`config.mk`:
```
export PLATFORM = sky130hd
export DESIGN_NAME = lvd_ctrl
export DESIGN_NICKNAME = d
export VERILOG_FILES = /design/src/lvd_pkg.sv /design/src/lvd_ctrl.sv
export SDC_FILE = /design/constraint.sdc
export NUM_CORES = 1
export LEC_CHECK = 0
export CORE_MARGIN = 10
export CORE_UTILIZATION = 40
export DETAILED_ROUTE_END_ITERATION = 12
export DONT_BUFFER_PORTS = 1
export HOLD_SLACK_MARGIN = 0.15
export SYNTH_ARGS = -nofsm -noshare
export SYNTH_HDL_FRONTEND = slang
export SYNTH_SLANG_ARGS = --single-unit
```
`constraint.sdc`:
```
create_clock -name i_clk_sys -period 2.89 [get_ports i_clk_sys]
set_input_delay 0.289 -clock i_clk_sys [delete_from_list [all_inputs] [get_ports i_clk_sys]]
set_output_delay 0.289 -clock i_clk_sys [all_outputs]
set_load 0.02 [all_outputs]
```
`src/lvd_pkg.sv`:
```
// lvd_pkg: register map, field positions, reset values and timing for the
// low-voltage detect control block; assumes a 10 MHz system clock.
package lvd_pkg;
    localparam logic [2:0] ADDR_CTRL    = 3'h0;
    localparam logic [2:0] ADDR_LEVEL   = 3'h1;
    localparam logic [2:0] ADDR_IRQREQ  = 3'h2;
    localparam logic [2:0] ADDR_MASK    = 3'h3;
    localparam logic [2:0] ADDR_RESCAUS = 3'h4;
    localparam int         BIT_ENABLE   = 7;
    localparam int         BIT_MODE     = 1;
    localparam int         BIT_FLAG     = 0;
    localparam int         BIT_IRQREQ   = 1;
    localparam int         BIT_MASK     = 0;
    localparam int         BIT_RSTSRC   = 0;
    localparam int         LEVEL_W      = 4;
    localparam logic [7:0] CTRL_RESET   = 8'h00;
    localparam logic [3:0] LEVEL_RESET  = 4'h0;
    localparam int         CLK_HZ       = 10_000_000;
    localparam int         SETTLE_US    = 210;
    localparam int         SETTLE_CYC   = (SETTLE_US * (CLK_HZ / 1_000_000));

    typedef struct packed {
        logic [2:0] addr;
        logic [7:0] wdata;
        logic       wr;
        logic       rd;
    } lvd_bus_t;
endpackage
```
`src/lvd_ctrl.sv`:
```
// lvd_ctrl: control and sequencing of a supply low-voltage detector.
// assumes an asynchronous comparator level (1 = supply below threshold) and an
// external reset controller that pulses i_rst and reports whether the reset
// it issued was caused by o_det_reset (i_rst_was_det, read on clock edges during reset and at the first edge after release).
//
// Local design decisions: the address-and-strobe port and the register offsets.
`timescale 1ns/100ps
module lvd_ctrl (
    input  wire logic             i_clk_sys,
    input  wire logic             i_rst,
    input  wire logic             i_rst_was_det,
    input  wire logic             i_cmp_below,
    input  wire lvd_pkg::lvd_bus_t i_bus,
    output logic [7:0]            o_rdata,
    output logic [3:0]            o_level_sel,
    output logic                  o_cmp_enable,
    output logic                  o_det_reset,
    output logic                  o_detect_irq,
    output logic                  o_settled
);
    logic       sync1_reg;
    logic       sync2_reg;
    logic       below_d_reg;
    logic       detect_enable_reg;
    logic       detect_mode_reset_sel_reg;
    logic [3:0] detect_level_select_reg;
    logic       detect_irq_mask_reg;
    logic       detect_irq_request_flag_reg;
    logic       detect_reset_source_flag_reg;
    logic       capt_done_reg;
    logic [15:0] settle_cnt_reg;
    logic       irq_event;
    logic       wr_ctrl;
    logic       below_live;
    logic [7:0] rdata_next;

    // only the second stage is read by logic
    always_ff @(posedge i_clk_sys or posedge i_rst) begin
        if (i_rst) begin
            sync1_reg <= 1'b0;
            sync2_reg <= 1'b0;
        end else begin
            sync1_reg <= i_cmp_below;
            sync2_reg <= sync1_reg;
        end
    end

    assign below_live = detect_enable_reg & sync2_reg;
    assign wr_ctrl    = i_bus.wr && (i_bus.addr == lvd_pkg::ADDR_CTRL);

    // no async reset here: these must survive a detector reset, so they are
    // cleared on clock edges only while the cause input reports an ordinary
    // reset, up to the first edge after release, and held through the rest
    always_ff @(posedge i_clk_sys) begin
        if (!capt_done_reg && !i_rst_was_det) begin
            detect_enable_reg         <= 1'b0;
            detect_mode_reset_sel_reg <= 1'b0;
            detect_level_select_reg   <= lvd_pkg::LEVEL_RESET;
        end else if (i_rst) begin
            detect_enable_reg         <= detect_enable_reg;
        end else if (wr_ctrl) begin
            detect_enable_reg         <= i_bus.wdata[lvd_pkg::BIT_ENABLE];
            detect_mode_reset_sel_reg <= i_bus.wdata[lvd_pkg::BIT_MODE];
        end else if (i_bus.wr && i_bus.addr == lvd_pkg::ADDR_LEVEL) begin
            detect_level_select_reg   <= i_bus.wdata[lvd_pkg::LEVEL_W-1:0];
        end
    end

    // capture of reset cause happens once, right after release
    always_ff @(posedge i_clk_sys or posedge i_rst) begin
        if (i_rst) begin
            capt_done_reg                <= 1'b0;
            detect_reset_source_flag_reg <= 1'b0;
        end else if (!capt_done_reg) begin
            capt_done_reg                <= 1'b1;
            detect_reset_source_flag_reg <= i_rst_was_det;
        end else if (i_bus.rd && i_bus.addr == lvd_pkg::ADDR_RESCAUS) begin
            // read clears, as reset cause registers usually do
            detect_reset_source_flag_reg <= 1'b0;
        end
    end

    always_ff @(posedge i_clk_sys or posedge i_rst) begin
        if (i_rst) begin
            detect_irq_mask_reg <= 1'b1;
        end else if (i_bus.wr && i_bus.addr == lvd_pkg::ADDR_MASK) begin
            detect_irq_mask_reg <= i_bus.wdata[lvd_pkg::BIT_MASK];
        end
    end

    // crossings in either direction while enabled in interrupt mode, plus
    // the rise or drop of the flag when the detector is switched on or off while below
    always_ff @(posedge i_clk_sys or posedge i_rst) begin
        if (i_rst) begin
            below_d_reg <= 1'b0;
        end else begin
            below_d_reg <= below_live;
        end
    end
    assign irq_event = (below_live != below_d_reg) && !detect_mode_reset_sel_reg;

    // set wins over a software clear in the same cycle
    always_ff @(posedge i_clk_sys or posedge i_rst) begin
        if (i_rst) begin
            detect_irq_request_flag_reg <= 1'b0;
        end else if (irq_event) begin
            detect_irq_request_flag_reg <= 1'b1;
        end else if (i_bus.wr && i_bus.addr == lvd_pkg::ADDR_IRQREQ) begin
            detect_irq_request_flag_reg <= i_bus.wdata[lvd_pkg::BIT_IRQREQ];
        end
    end

    always_ff @(posedge i_clk_sys or posedge i_rst) begin
        if (i_rst) begin
            o_detect_irq <= 1'b0;
        end else begin
            // an unmasked request shows one cycle later, even right after enable
            o_detect_irq <= detect_irq_request_flag_reg & ~detect_irq_mask_reg;
        end
    end

    // reset request follows the live level only, so setting the mode while
    // supply is good raises nothing
    always_ff @(posedge i_clk_sys or posedge i_rst) begin
        if (i_rst) begin
            o_det_reset <= 1'b0;
        end else begin
            o_det_reset <= detect_mode_reset_sel_reg & below_live;
        end
    end

    always_ff @(posedge i_clk_sys or posedge i_rst) begin
        if (i_rst) begin
            settle_cnt_reg <= '0;
            o_settled      <= 1'b0;
        end else if (!detect_enable_reg) begin
            settle_cnt_reg <= '0;
            o_settled      <= 1'b0;
        end else if (settle_cnt_reg != 16'(lvd_pkg::SETTLE_CYC)) begin
            settle_cnt_reg <= settle_cnt_reg + 16'h0001;
        end else begin
            o_settled      <= 1'b1;
        end
    end

    always_ff @(posedge i_clk_sys or posedge i_rst) begin
        if (i_rst) begin
            o_level_sel  <= lvd_pkg::LEVEL_RESET;
            o_cmp_enable <= 1'b0;
        end else begin
            o_level_sel  <= detect_level_select_reg;
            o_cmp_enable <= detect_enable_reg;
        end
    end

    always_comb begin
        rdata_next = 8'h00;
        unique case (i_bus.addr)
            lvd_pkg::ADDR_CTRL: begin
                rdata_next[lvd_pkg::BIT_ENABLE] = detect_enable_reg;
                rdata_next[lvd_pkg::BIT_MODE]   = detect_mode_reset_sel_reg;
                rdata_next[lvd_pkg::BIT_FLAG]   = below_live;
            end
            lvd_pkg::ADDR_LEVEL:   rdata_next[3:0] = detect_level_select_reg;
            lvd_pkg::ADDR_IRQREQ:  rdata_next[lvd_pkg::BIT_IRQREQ] = detect_irq_request_flag_reg;
            lvd_pkg::ADDR_MASK:    rdata_next[lvd_pkg::BIT_MASK] = detect_irq_mask_reg;
            lvd_pkg::ADDR_RESCAUS: rdata_next[lvd_pkg::BIT_RSTSRC] = detect_reset_source_flag_reg;
            default:               rdata_next = 8'h00;
        endcase
    end

    always_ff @(posedge i_clk_sys or posedge i_rst) begin
        if (i_rst) begin
            o_rdata <= 8'h00;
        end else if (i_bus.rd) begin
            o_rdata <= rdata_next;
        end else begin
            o_rdata <= 8'h00;
        end
    end

    a_reset_follows_level: assert property (@(posedge i_clk_sys) disable iff (i_rst)
        o_det_reset == $past(detect_mode_reset_sel_reg & below_live))
        else $error("detector reset does not follow level");
    a_no_reset_when_ok: assert property (@(posedge i_clk_sys) disable iff (i_rst)
        !below_live |=> !o_det_reset)
        else $error("reset raised while supply good");
    a_flag_zero_off: assert property (@(posedge i_clk_sys) disable iff (i_rst)
        !detect_enable_reg |-> !rdata_next[0] || i_bus.addr != lvd_pkg::ADDR_CTRL)
        else $error("flag set while disabled");
    a_irq_both_edges: assert property (@(posedge i_clk_sys) disable iff (i_rst)
        irq_event |=> detect_irq_request_flag_reg)
        else $error("crossing lost");
    a_irq_unmasked: assert property (@(posedge i_clk_sys) disable iff (i_rst)
        detect_irq_request_flag_reg && !detect_irq_mask_reg |=> o_detect_irq)
        else $error("unmasked request not shown");
    a_mask_after_reset: assert property (@(posedge i_clk_sys)
        $fell(i_rst) |-> detect_irq_mask_reg)
        else $error("mask not set by reset");
    a_req_clearable: assert property (@(posedge i_clk_sys) disable iff (i_rst)
        i_bus.wr && i_bus.addr == lvd_pkg::ADDR_IRQREQ && !i_bus.wdata[1] && !irq_event
        |=> !detect_irq_request_flag_reg)
        else $error("request flag not cleared");
    a_cause_logged: assert property (@(posedge i_clk_sys) disable iff (i_rst)
        !capt_done_reg |=> detect_reset_source_flag_reg == $past(i_rst_was_det))
        else $error("reset cause not recorded");
    a_sync_delay: assert property (@(posedge i_clk_sys) disable iff (i_rst)
        sync2_reg == $past(i_cmp_below, 2) || $past(i_rst, 2))
        else $error("comparator not synchronised");
    a_off_irq: assert property (@(posedge i_clk_sys) disable iff (i_rst)
        below_d_reg && !below_live && !detect_mode_reset_sel_reg
        |=> detect_irq_request_flag_reg)
        else $error("disable while below gave no request");
endmodule

```
Word-level counts from Yosys, hierarchy flattened
Cells that the tools add are included.

storage, ports and cells
  register bits = 45
  output and inout bits = 16

operators by class
  add/subtract/negate cells = 1
  equality and inequality tests = 9
  mux-type cells = 13
  bitwise operators = 6
  reductions and logical operators = 14

operators with widths
  cell                                             count
  two-way mux 16 bit                               2
  adder 16 x 1 -> 16 bit, second input constant    1
  != test 16 x 12 -> 1 bit, second input constant  1
  two-way mux 8 bit                                1
  logical AND 1 bit                                7
  two-way mux 1 bit                                7
  == test 3 x 2 -> 1 bit, second input constant    2
  != test 2 x 1 -> 1 bit, second input constant    2
  case mux 1 bit (4 select lines)                  1
  AND 1 bit                                        3
  == test 3 x 1 -> 1 bit, second input constant    1
  == test 3 bit, second input constant             1
  zero test 1 bit                                  3
  zero test 3 bit                                  1
  inverter 1 bit                                   3
  case mux 1 bit (3 select lines)                  1
  AND reduction 3 bit                              1
  two-way mux 2 bit                                1
  != test 2 bit, second input constant             1
  AND reduction 2 bit                              1
  nonzero test 2 bit                               1
  != test 1 bit                                    1

Logic depth before layout (Yosys ltp)
Gate-level depths: netlist of run 1.

  depth after elaboration = 4
  mapped depth = 6
  mapped depth without buffers = 6

Worst setup path after synthesis of run 1
Ideal clock, no wire load.

  path type = reg2reg
  start point = reg settle_cnt_reg[0]
  end point = reg settle_cnt_reg[14]
  data arrival time = 1.229 ns
  path slack = 1.529 ns
  stages on the path, launching flop included = 6
  path buffers = 0
  path through = dfrtp_1 -> ha_1 -> nand3_2 -> nor4_2 -> xnor2_1 -> nor2_1

on the way
  cells in the longest elaborated chain, start to end = 3
  elaborated cells between the ends (all ways) = 5
  classes of those cells = add/sub (1); eq/ne (2); mux (2)

ends and longest elaborated chain
  element                 line             source
  start, declared         lvd_ctrl.sv:31   logic [15:0] settle_cnt_reg;
  start signal, assigned  lvd_ctrl.sv:140  settle_cnt_reg <= settle_cnt_reg + 16'h0001;
  adder 16 x 1 -> 16 bit  lvd_ctrl.sv:140
  two-way mux 16 bit      lvd_ctrl.sv:139  end else if (settle_cnt_reg != 16'(lvd_pkg::SETTLE_CYC)) begin
  two-way mux 16 bit      lvd_ctrl.sv:136  end else if (!detect_enable_reg) begin

Several ways; a longest one is shown, not always the timed one. The select of a mux whose other input is x is not followed.
A chain may end at the register's enable or synchronous reset.

Worst setup path in the final report of run 1
  start point = reg settle_cnt_reg[0]
  end point = reg settle_cnt_reg[3]

The elaborated chain is that of the path after synthesis.

==> summary.txt, run 1 <==
Outcome
  – Outcome: finished, final reports clean

Cells and area
  – Final-stage net count: 213
  – Top library cells by usage in the layout, fill and taps aside: sky130_fd_sc_hd__dfrtp_1, sky130_fd_sc_hd__nor2_1, sky130_fd_sc_hd__nand2_1, sky130_fd_sc_hd__inv_1
  – Number of flip-flops under the largest register name: 16
  – Ratio of cells with drive above 1 in the final layout: 13.3%
  – Antenna diode instance count: 0
  – Most frequent standard cell in the layout excluding fill and tap cells: sky130_fd_sc_hd__dfrtp_1
  – Final cell count without fillers: 249
  – Area growth from synthesis to layout: 12.7%
  – Number of fill cells: 440

Timing
  – Number of hold violations in the final report: 0
  – Fraction of the cycle the final worst path needs: 52.8%
  – Number of max-slew violations in the final report: 0
  – Post-route setup TNS: 0 ns
  – Achievable frequency: 655 MHz
  – Fin worst setup slack: 1.36 ns
  – Number of failing setup endpoints in the final timing report: 0
  – Largest clock skew in the final design: 0.00750 ns
  – Shortest clock period the worst path allows after layout: 1.53 ns
  – Unrepaired setup endpoints after global routing: no

Worst setup path
  – Worst setup path category: reg2reg
  – Timing endpoint of the critical path: settle_cnt_reg[3]
  – Capturing point of the worst reg2reg path: settle_cnt_reg[3]
  – Worst Setup End Kind: flip-flop
  – CP arrival: around 1.8 ns
  – Launching point of the worst reg2reg path: settle_cnt_reg[0]
  – Critical path origin: settle_cnt_reg[0]
  – Reg2Reg Depth: 6
  – Register-to-register setup slack: ~1.4 ns
  – Kind of launch point of the worst setup path: flip-flop
  – Worst path required time: 3.11 ns
  – Critical path fanouts, max: 6

Yosys
  – Netlist cell types: 37
  – Part of the Yosys area used for sequential elements: 53.7%
  – Most used flip-flop cell after synthesis: sky130_fd_sc_hd__dfrtp_1
  – Leading area contributor after synthesis: sky130_fd_sc_hd__dfrtp_1
  – Number of enable flip-flop cells after synthesis: 0
  – Top cells by area, synth: sky130_fd_sc_hd__dfrtp_1, sky130_fd_sc_hd__dfxtp_1, sky130_fd_sc_hd__xnor2_1
  – Cells after synthesis: about 180
  – Synth Area per Inst: 10.5 µm²
  – Share of flip-flops with an asynchronous set or reset: a little under nine tenths
  – Number of synthesized register bits: 42
  – Area fraction of the dominant cell type after synthesis: 46.0%
  – Cell area after synthesis: about 0.0019 mm²
  – Number of synthesis warnings: 0

Placement
  – Hpwl dp: between 2000 and 3000 µm
  – Instance count after placement with tap cells included: 230
  – Pre-CTS WS: 1.36 ns
  – Final Wtd Congestion: 0.836
  – Port Buf Inserts: 0

Routing
  – Antenna-violating nets left: 0
  – Average detailed-routed wire length per instance: 15.2 µm
  – Overall routed net length: 3790 µm
  – Violation count after the first detailed-route iteration: 70
  – # DRC: 0
  – Average vias per placed instance: 5.11
  – Iteration count of the initial detailed-routing pass: 4
  – Count of vias placed by the detailed router: 1272

GRT
  – Global-route wire length before repair: 6430 µm
  – Gr usage total: a little over a tenth
  – Number of antenna violations at the first check in global routing: 0
  – Largest net degree at the start of global routing: 37
  – Overflow left after global routing: 0
  – Number of global-route vias before repair: between 1000 and 1500

Clocking
  – CTS clk-pin slew, worst paths: 0.08 ns
  – Cts bufs inserted: 5
  – CTS root buf: sky130_fd_sc_hd__clkbuf_8
  – H-tree level count: 2
  – TritonCTS clock tree: yes
  – Buffers inserted by post-CTS timing repair: 0
  – Cells resized by post-CTS repair: 0
  – Sinks on Clock Net: 42
  – Maximum buffer depth of the clock tree: 2
  – Source-to-sink clock delay at the later pin of the worst-skew pair: a little under 0.3 ns

Die
  – Number of top-level pins: 33
  – Floorplan die height: 89 µm
  – Core footprint: 0.00466 mm²
  – DIE AREA: slightly below 0.008 mm²
  – Floorplan die width: around 90 µm
  – Rows: 25
  – Initial core utilization: 40.9%

Job
  – Max_cap viols: 0

Power and ir drop
  – Maximum VDD drop: about 0.00037 V
  – Areal power density over the cells: 500 mW/mm²
  – Leakage power summed over all cells: 0.895 nW

Worst hold path
  – Hold/Removal Path Class: in2reg
worst min-delay path by stage:
stage	depth (start not counted)	to	slack, ns	start
final	3	o_rdata[0]	0.17	i_bus[12]
after global routing	2	o_rdata[0]	0.17	i_bus[10]
after CTS	3	o_rdata[0]	0.16	i_bus[12]
after detailed placement	2	detect_reset_source_flag_reg	0.31	i_rst
after global placement	2	o_rdata[7]	0.30	i_rst
after floorplan	0	sync1_reg	0.32	i_cmp_below
cells by family after synthesis:
kind of cell / Yosys count / synth area share, %
and+or+nand+nor: 82 / 26.4
muxes: 7 / 3.75
other: 2 / 0.394
AOI/OAI and AO/OA: 14 / 4.27
adders and majority gates: 2 / 1.31
DFF: 42 / 53.7
xor gates and xnor gates: 12 / 5.52
buffers and inverters: 20 / 4.66
routing by layer:
| layer | track usage (%) | vias up | part of all wire (%) |
|---|---|---|---|
| met5 | 0 | - | 0 |
| met4 | 4.62 | 0 | 1.6 |
| met3 | 4.28 | 7 | 5.8 |
| met2 | 16.3 | 25 | 50 |
| met1 | 12.7 | 612 | 43 |
| li1 | - | 628 | - |
cell usage after synthesis (2+ instances only):
cell type,instances
sky130_fd_sc_hd__conb_1,2
sky130_fd_sc_hd__and3_1,4
sky130_fd_sc_hd__o21ai_0,3
sky130_fd_sc_hd__nand4_2,3
sky130_fd_sc_hd__nand3_2,2
sky130_fd_sc_hd__buf_2,2
sky130_fd_sc_hd__nor2b_1,2
sky130_fd_sc_hd__inv_1,12
sky130_fd_sc_hd__xnor2_1,11
sky130_fd_sc_hd__dfrtp_1,35
sky130_fd_sc_hd__nand2_1,18
sky130_fd_sc_hd__clkbuf_1,2
sky130_fd_sc_hd__nand4b_1,2
sky130_fd_sc_hd__nand2b_1,4
sky130_fd_sc_hd__ha_1,2
sky130_fd_sc_hd__nand4_1,3
sky130_fd_sc_hd__nor2_1,20
sky130_fd_sc_hd__nor3_1,2
sky130_fd_sc_hd__mux2i_1,6
sky130_fd_sc_hd__nand3_1,10
sky130_fd_sc_hd__a21oi_1,7
sky130_fd_sc_hd__buf_4,3
sky130_fd_sc_hd__a31oi_1,2
sky130_fd_sc_hd__dfxtp_1,6
sky130_fd_sc_hd__nor4_2,6
worst max-delay path, cell delays in order (launching register included):
cell	delay (ns)
sky130_fd_sc_hd__dfrtp_1	0.45
sky130_fd_sc_hd__inv_1	0.09
sky130_fd_sc_hd__ha_1	0.14
sky130_fd_sc_hd__and3b_1	0.17
sky130_fd_sc_hd__nand4_2	0.22
sky130_fd_sc_hd__nand4_1	0.20
sky130_fd_sc_hd__mux2i_1	0.19
report_power, final:
part           switching (mW)  internal, mW  total, mW
combinational          0.0348        0.0265     0.0613
clock                   0.204         0.174      0.378
sequential             0.0254         0.610      0.635
total                   0.264         0.810       1.07
timing repair:
action                                  in CTS  in global routing
hold endpoints to repair                    47                  0
endpoints found under the setup margin       0                  0
hold buffers                                11                  0
metrics by stage:
stage               util, %  instance area, µm²  hold WS [ns]  power, mW
floorplan                 -                1910         0.320      0.689
global placement       41.7                1940         0.304      0.695
detailed placement     41.7                1940         0.312      0.697
CTS                    46.1                2150         0.165       1.09
global route           46.1                2150         0.173       1.13
finish                 46.1                2150         0.172       1.07
area by class of cell:
class	count	area [µm²]	share of cell area (%)
timing repair buffer	12	118	5.48
clock buffer	5	68.8	3.21
inverter	12	45.0	2.10
clock inverter	3	25.0	1.17
tap	54	67.6	3.15
sequential	42	1020	47.6
multi-input combinational	121	801	37.3
Power figures use the tool's default switching activity.
==> run 2: changes to the inputs <==
- clock period: 2.89 -> 1.5 ns (I/O delays scaled with it)
==> run 2 against run 1 <==
  * Fmax increased by 5.6%
  * Sequential power is 92% higher
  * Clock skew is 0.0030 ns higher
  * Sequential cell count did not move
  * Sequential share of layout area fell by 3.5 points
  * Cell area increased by 8.3%
  * Combinational power rose by 140%
  * Critical path depth shrank 2
  * Clock power increased by 130%
  * Setup slack worse by 1.3 ns
  * Critical path type unchanged
==> summary.txt, run 2 (synthesis gave the netlist of run 1 again) <==
Placement
  – Final Wtd Congestion: 0.815
  – Port Buf Inserts: 0
  – Hpwl dp: 2870 µm
  – Placed Instance Area: 0.00197 mm²

Routing
  – Count of vias placed by the detailed router: 1373
  – Average vias per placed instance: about 5.3
  – Antenna-violating nets left: 0
  – Iteration count of the initial detailed-routing pass: 4
  – Violation count after the first detailed-route iteration: 75
  – Overall routed net length: 4170 µm
  – # DRC: 0
  – Average detailed-routed wire length per instance: 16.0 µm

Clocking
  – Maximum buffer depth of the clock tree: 2
  – TritonCTS clock tree: yes
  – CTS root buf: sky130_fd_sc_hd__clkbuf_8
  – H-tree level count: 2
  – Sinks on Clock Net: 42
  – Source-to-sink clock delay at the later pin of the worst-skew pair: 0.30 ns
  – CTS clk-pin slew, worst paths: 0.08 ns
  – Cts bufs inserted: 5

Worst setup path
  – Worst setup path category: reg2reg
  – Crit-path slowest cell: sky130_fd_sc_hd__dfrtp_1
  – Critical path fanouts, max: 6
  – Largest stage delay, worst path: 0.50 ns
  – Worst Setup End Kind: flip-flop
  – CP arrival: 1.67 ns
  – Worst path required time: 1.72 ns
  – Reg2Reg Depth: 4
  – Cell Chain, Critical Path: nor4b_2, nand4_4, nand4_1, mux2i_1
  – Kind of launch point of the worst setup path: flip-flop

Timing
  – Number of hold violations in the final report: 0
  – Shortest clock period the worst path allows after layout: 1.45 ns
  – Achievable frequency: 692 MHz
  – Fraction of the cycle the final worst path needs: 96.4%
  – Number of failing setup endpoints in the final timing report: 0
  – Largest clock skew in the final design: 0.0105 ns
  – Unrepaired setup endpoints after global routing: yes
  – Number of max-slew violations in the final report: 0

Cells and area
  – Number of flip-flops under the largest register name: 16
  – Final standard cell utilization of the core: about 50%
  – Ratio of cells with drive above 1 in the final layout: between 10% and 20%
  – Top library cells by usage in the layout, fill and taps aside: sky130_fd_sc_hd__dfrtp_1, sky130_fd_sc_hd__nor2_1, sky130_fd_sc_hd__nand2_1, sky130_fd_sc_hd__dlygate4sd3_1, sky130_fd_sc_hd__inv_1
  – Most frequent standard cell in the layout excluding fill and tap cells: sky130_fd_sc_hd__dfrtp_1
  – Final Cell Area: 0.00232 mm²
  – Area growth from synthesis to layout: 22.1%
  – Final-stage net count: 224
  – Antenna diode instance count: 0

Power and ir drop
  – Leakage power summed over all cells: approximately 1.0 nW
  – Areal power density over the cells: a little under 1000 mW/mm²
  – Maximum VDD drop: 0.000635 V

Worst hold path
  – Hold/Removal Path Class: in2reg
  – Hold path cells: 3

GRT
  – Overflow left after global routing: 0
  – Number of antenna violations at the first check in global routing: 0
  – Number of global-route vias before repair: 1369
  – Global-route wire length before repair: 6740 µm
  – Gr usage total: 11.1%
  – Largest net degree at the start of global routing: 37

Die
  – Initial core utilization: a little over 40%
  – Floorplan die width: 89 µm
  – Rows: 25
  – DIE AREA: 0.00792 mm²
  – Number of top-level pins: 33
  – Floorplan die height: 89 µm
  – Core footprint: 0.00466 mm²

Job
  – Max_cap viols: 0

Outcome
  – Outcome: finished, final reports clean
==> run 2: where the power goes <==
group / total (mW) / switching (mW) / internal [mW]
combinational: 0.146 / 0.0832 / 0.0623
sequential: 1.22 / 0.0464 / 1.18
clock: 0.871 / 0.382 / 0.490
==> run 2: area by class of cell <==
| cell class | count | area, µm² |
|---|---|---|
| Clock buffer | 5 | 68.8 |
| Clock inverter | 3 | 40.0 |
| Fill cell | 404 | 2340 |
| Inverter | 12 | 45.0 |
| Multi-Input combinational cell | 121 | 868 |
| Sequential cell | 42 | 1020 |
| Tap cell | 54 | 67.6 |
| Timing Repair Buffer | 23 | 210 |
==> run 2: critical path: cells and delay by family, from the launching register on <==
kind / cells / cell delay, ns
muxes: 1 / 0.19
and+or+nand+nor: 3 / 0.69
DFF: 1 / 0.50
==> run 2: worst paths after layout <==
kind,startpoint,endpoint,slack [ns]
max in group asynchronous,i_rst,detect_irq_mask_reg,0.67
setup / recovery,settle_cnt_reg[2],settle_cnt_reg[3],0.05
hold / removal,i_bus[1],detect_mode_reset_sel_reg,0.19
setup reg to reg,settle_cnt_reg[2],settle_cnt_reg[3],0.05
hold reg to reg,sync1_reg,sync2_reg,0.34
min in group asynchronous,i_rst,below_d_reg,0.48
==> run 2: layer usage <==
layer | track usage (%) | wire length [µm]
met5 | 0 | 0
met4 | 3.03 | 47
met3 | 4.74 | 280
met2 | 17.4 | 2060
met1 | 13.7 | 1790
==> run 2: what timing repair did <==
item                       CTS  global route
setup endpoints to repair    5            15
resized for setup            0            12
hold endpoints to repair    50             1
hold buffers                14             2
setup buffers                2             1
pin swaps                    0             1
==> run 2: stage by stage <==
stage                     TNS, ns  setup slack (ns)  hold slack (ns)  instances  total power, mW
after detailed placement  -0.0127           -0.0127            0.170        234             1.35
after global placement          0            0.0358            0.165        234             1.34
after global routing       -0.190           -0.0516            0.194        260             2.35
after floorplan                 0             0.139            0.181        183             1.33
after CTS                       0            0.0192            0.170        258             2.25
final                           0            0.0545            0.191        260             2.24
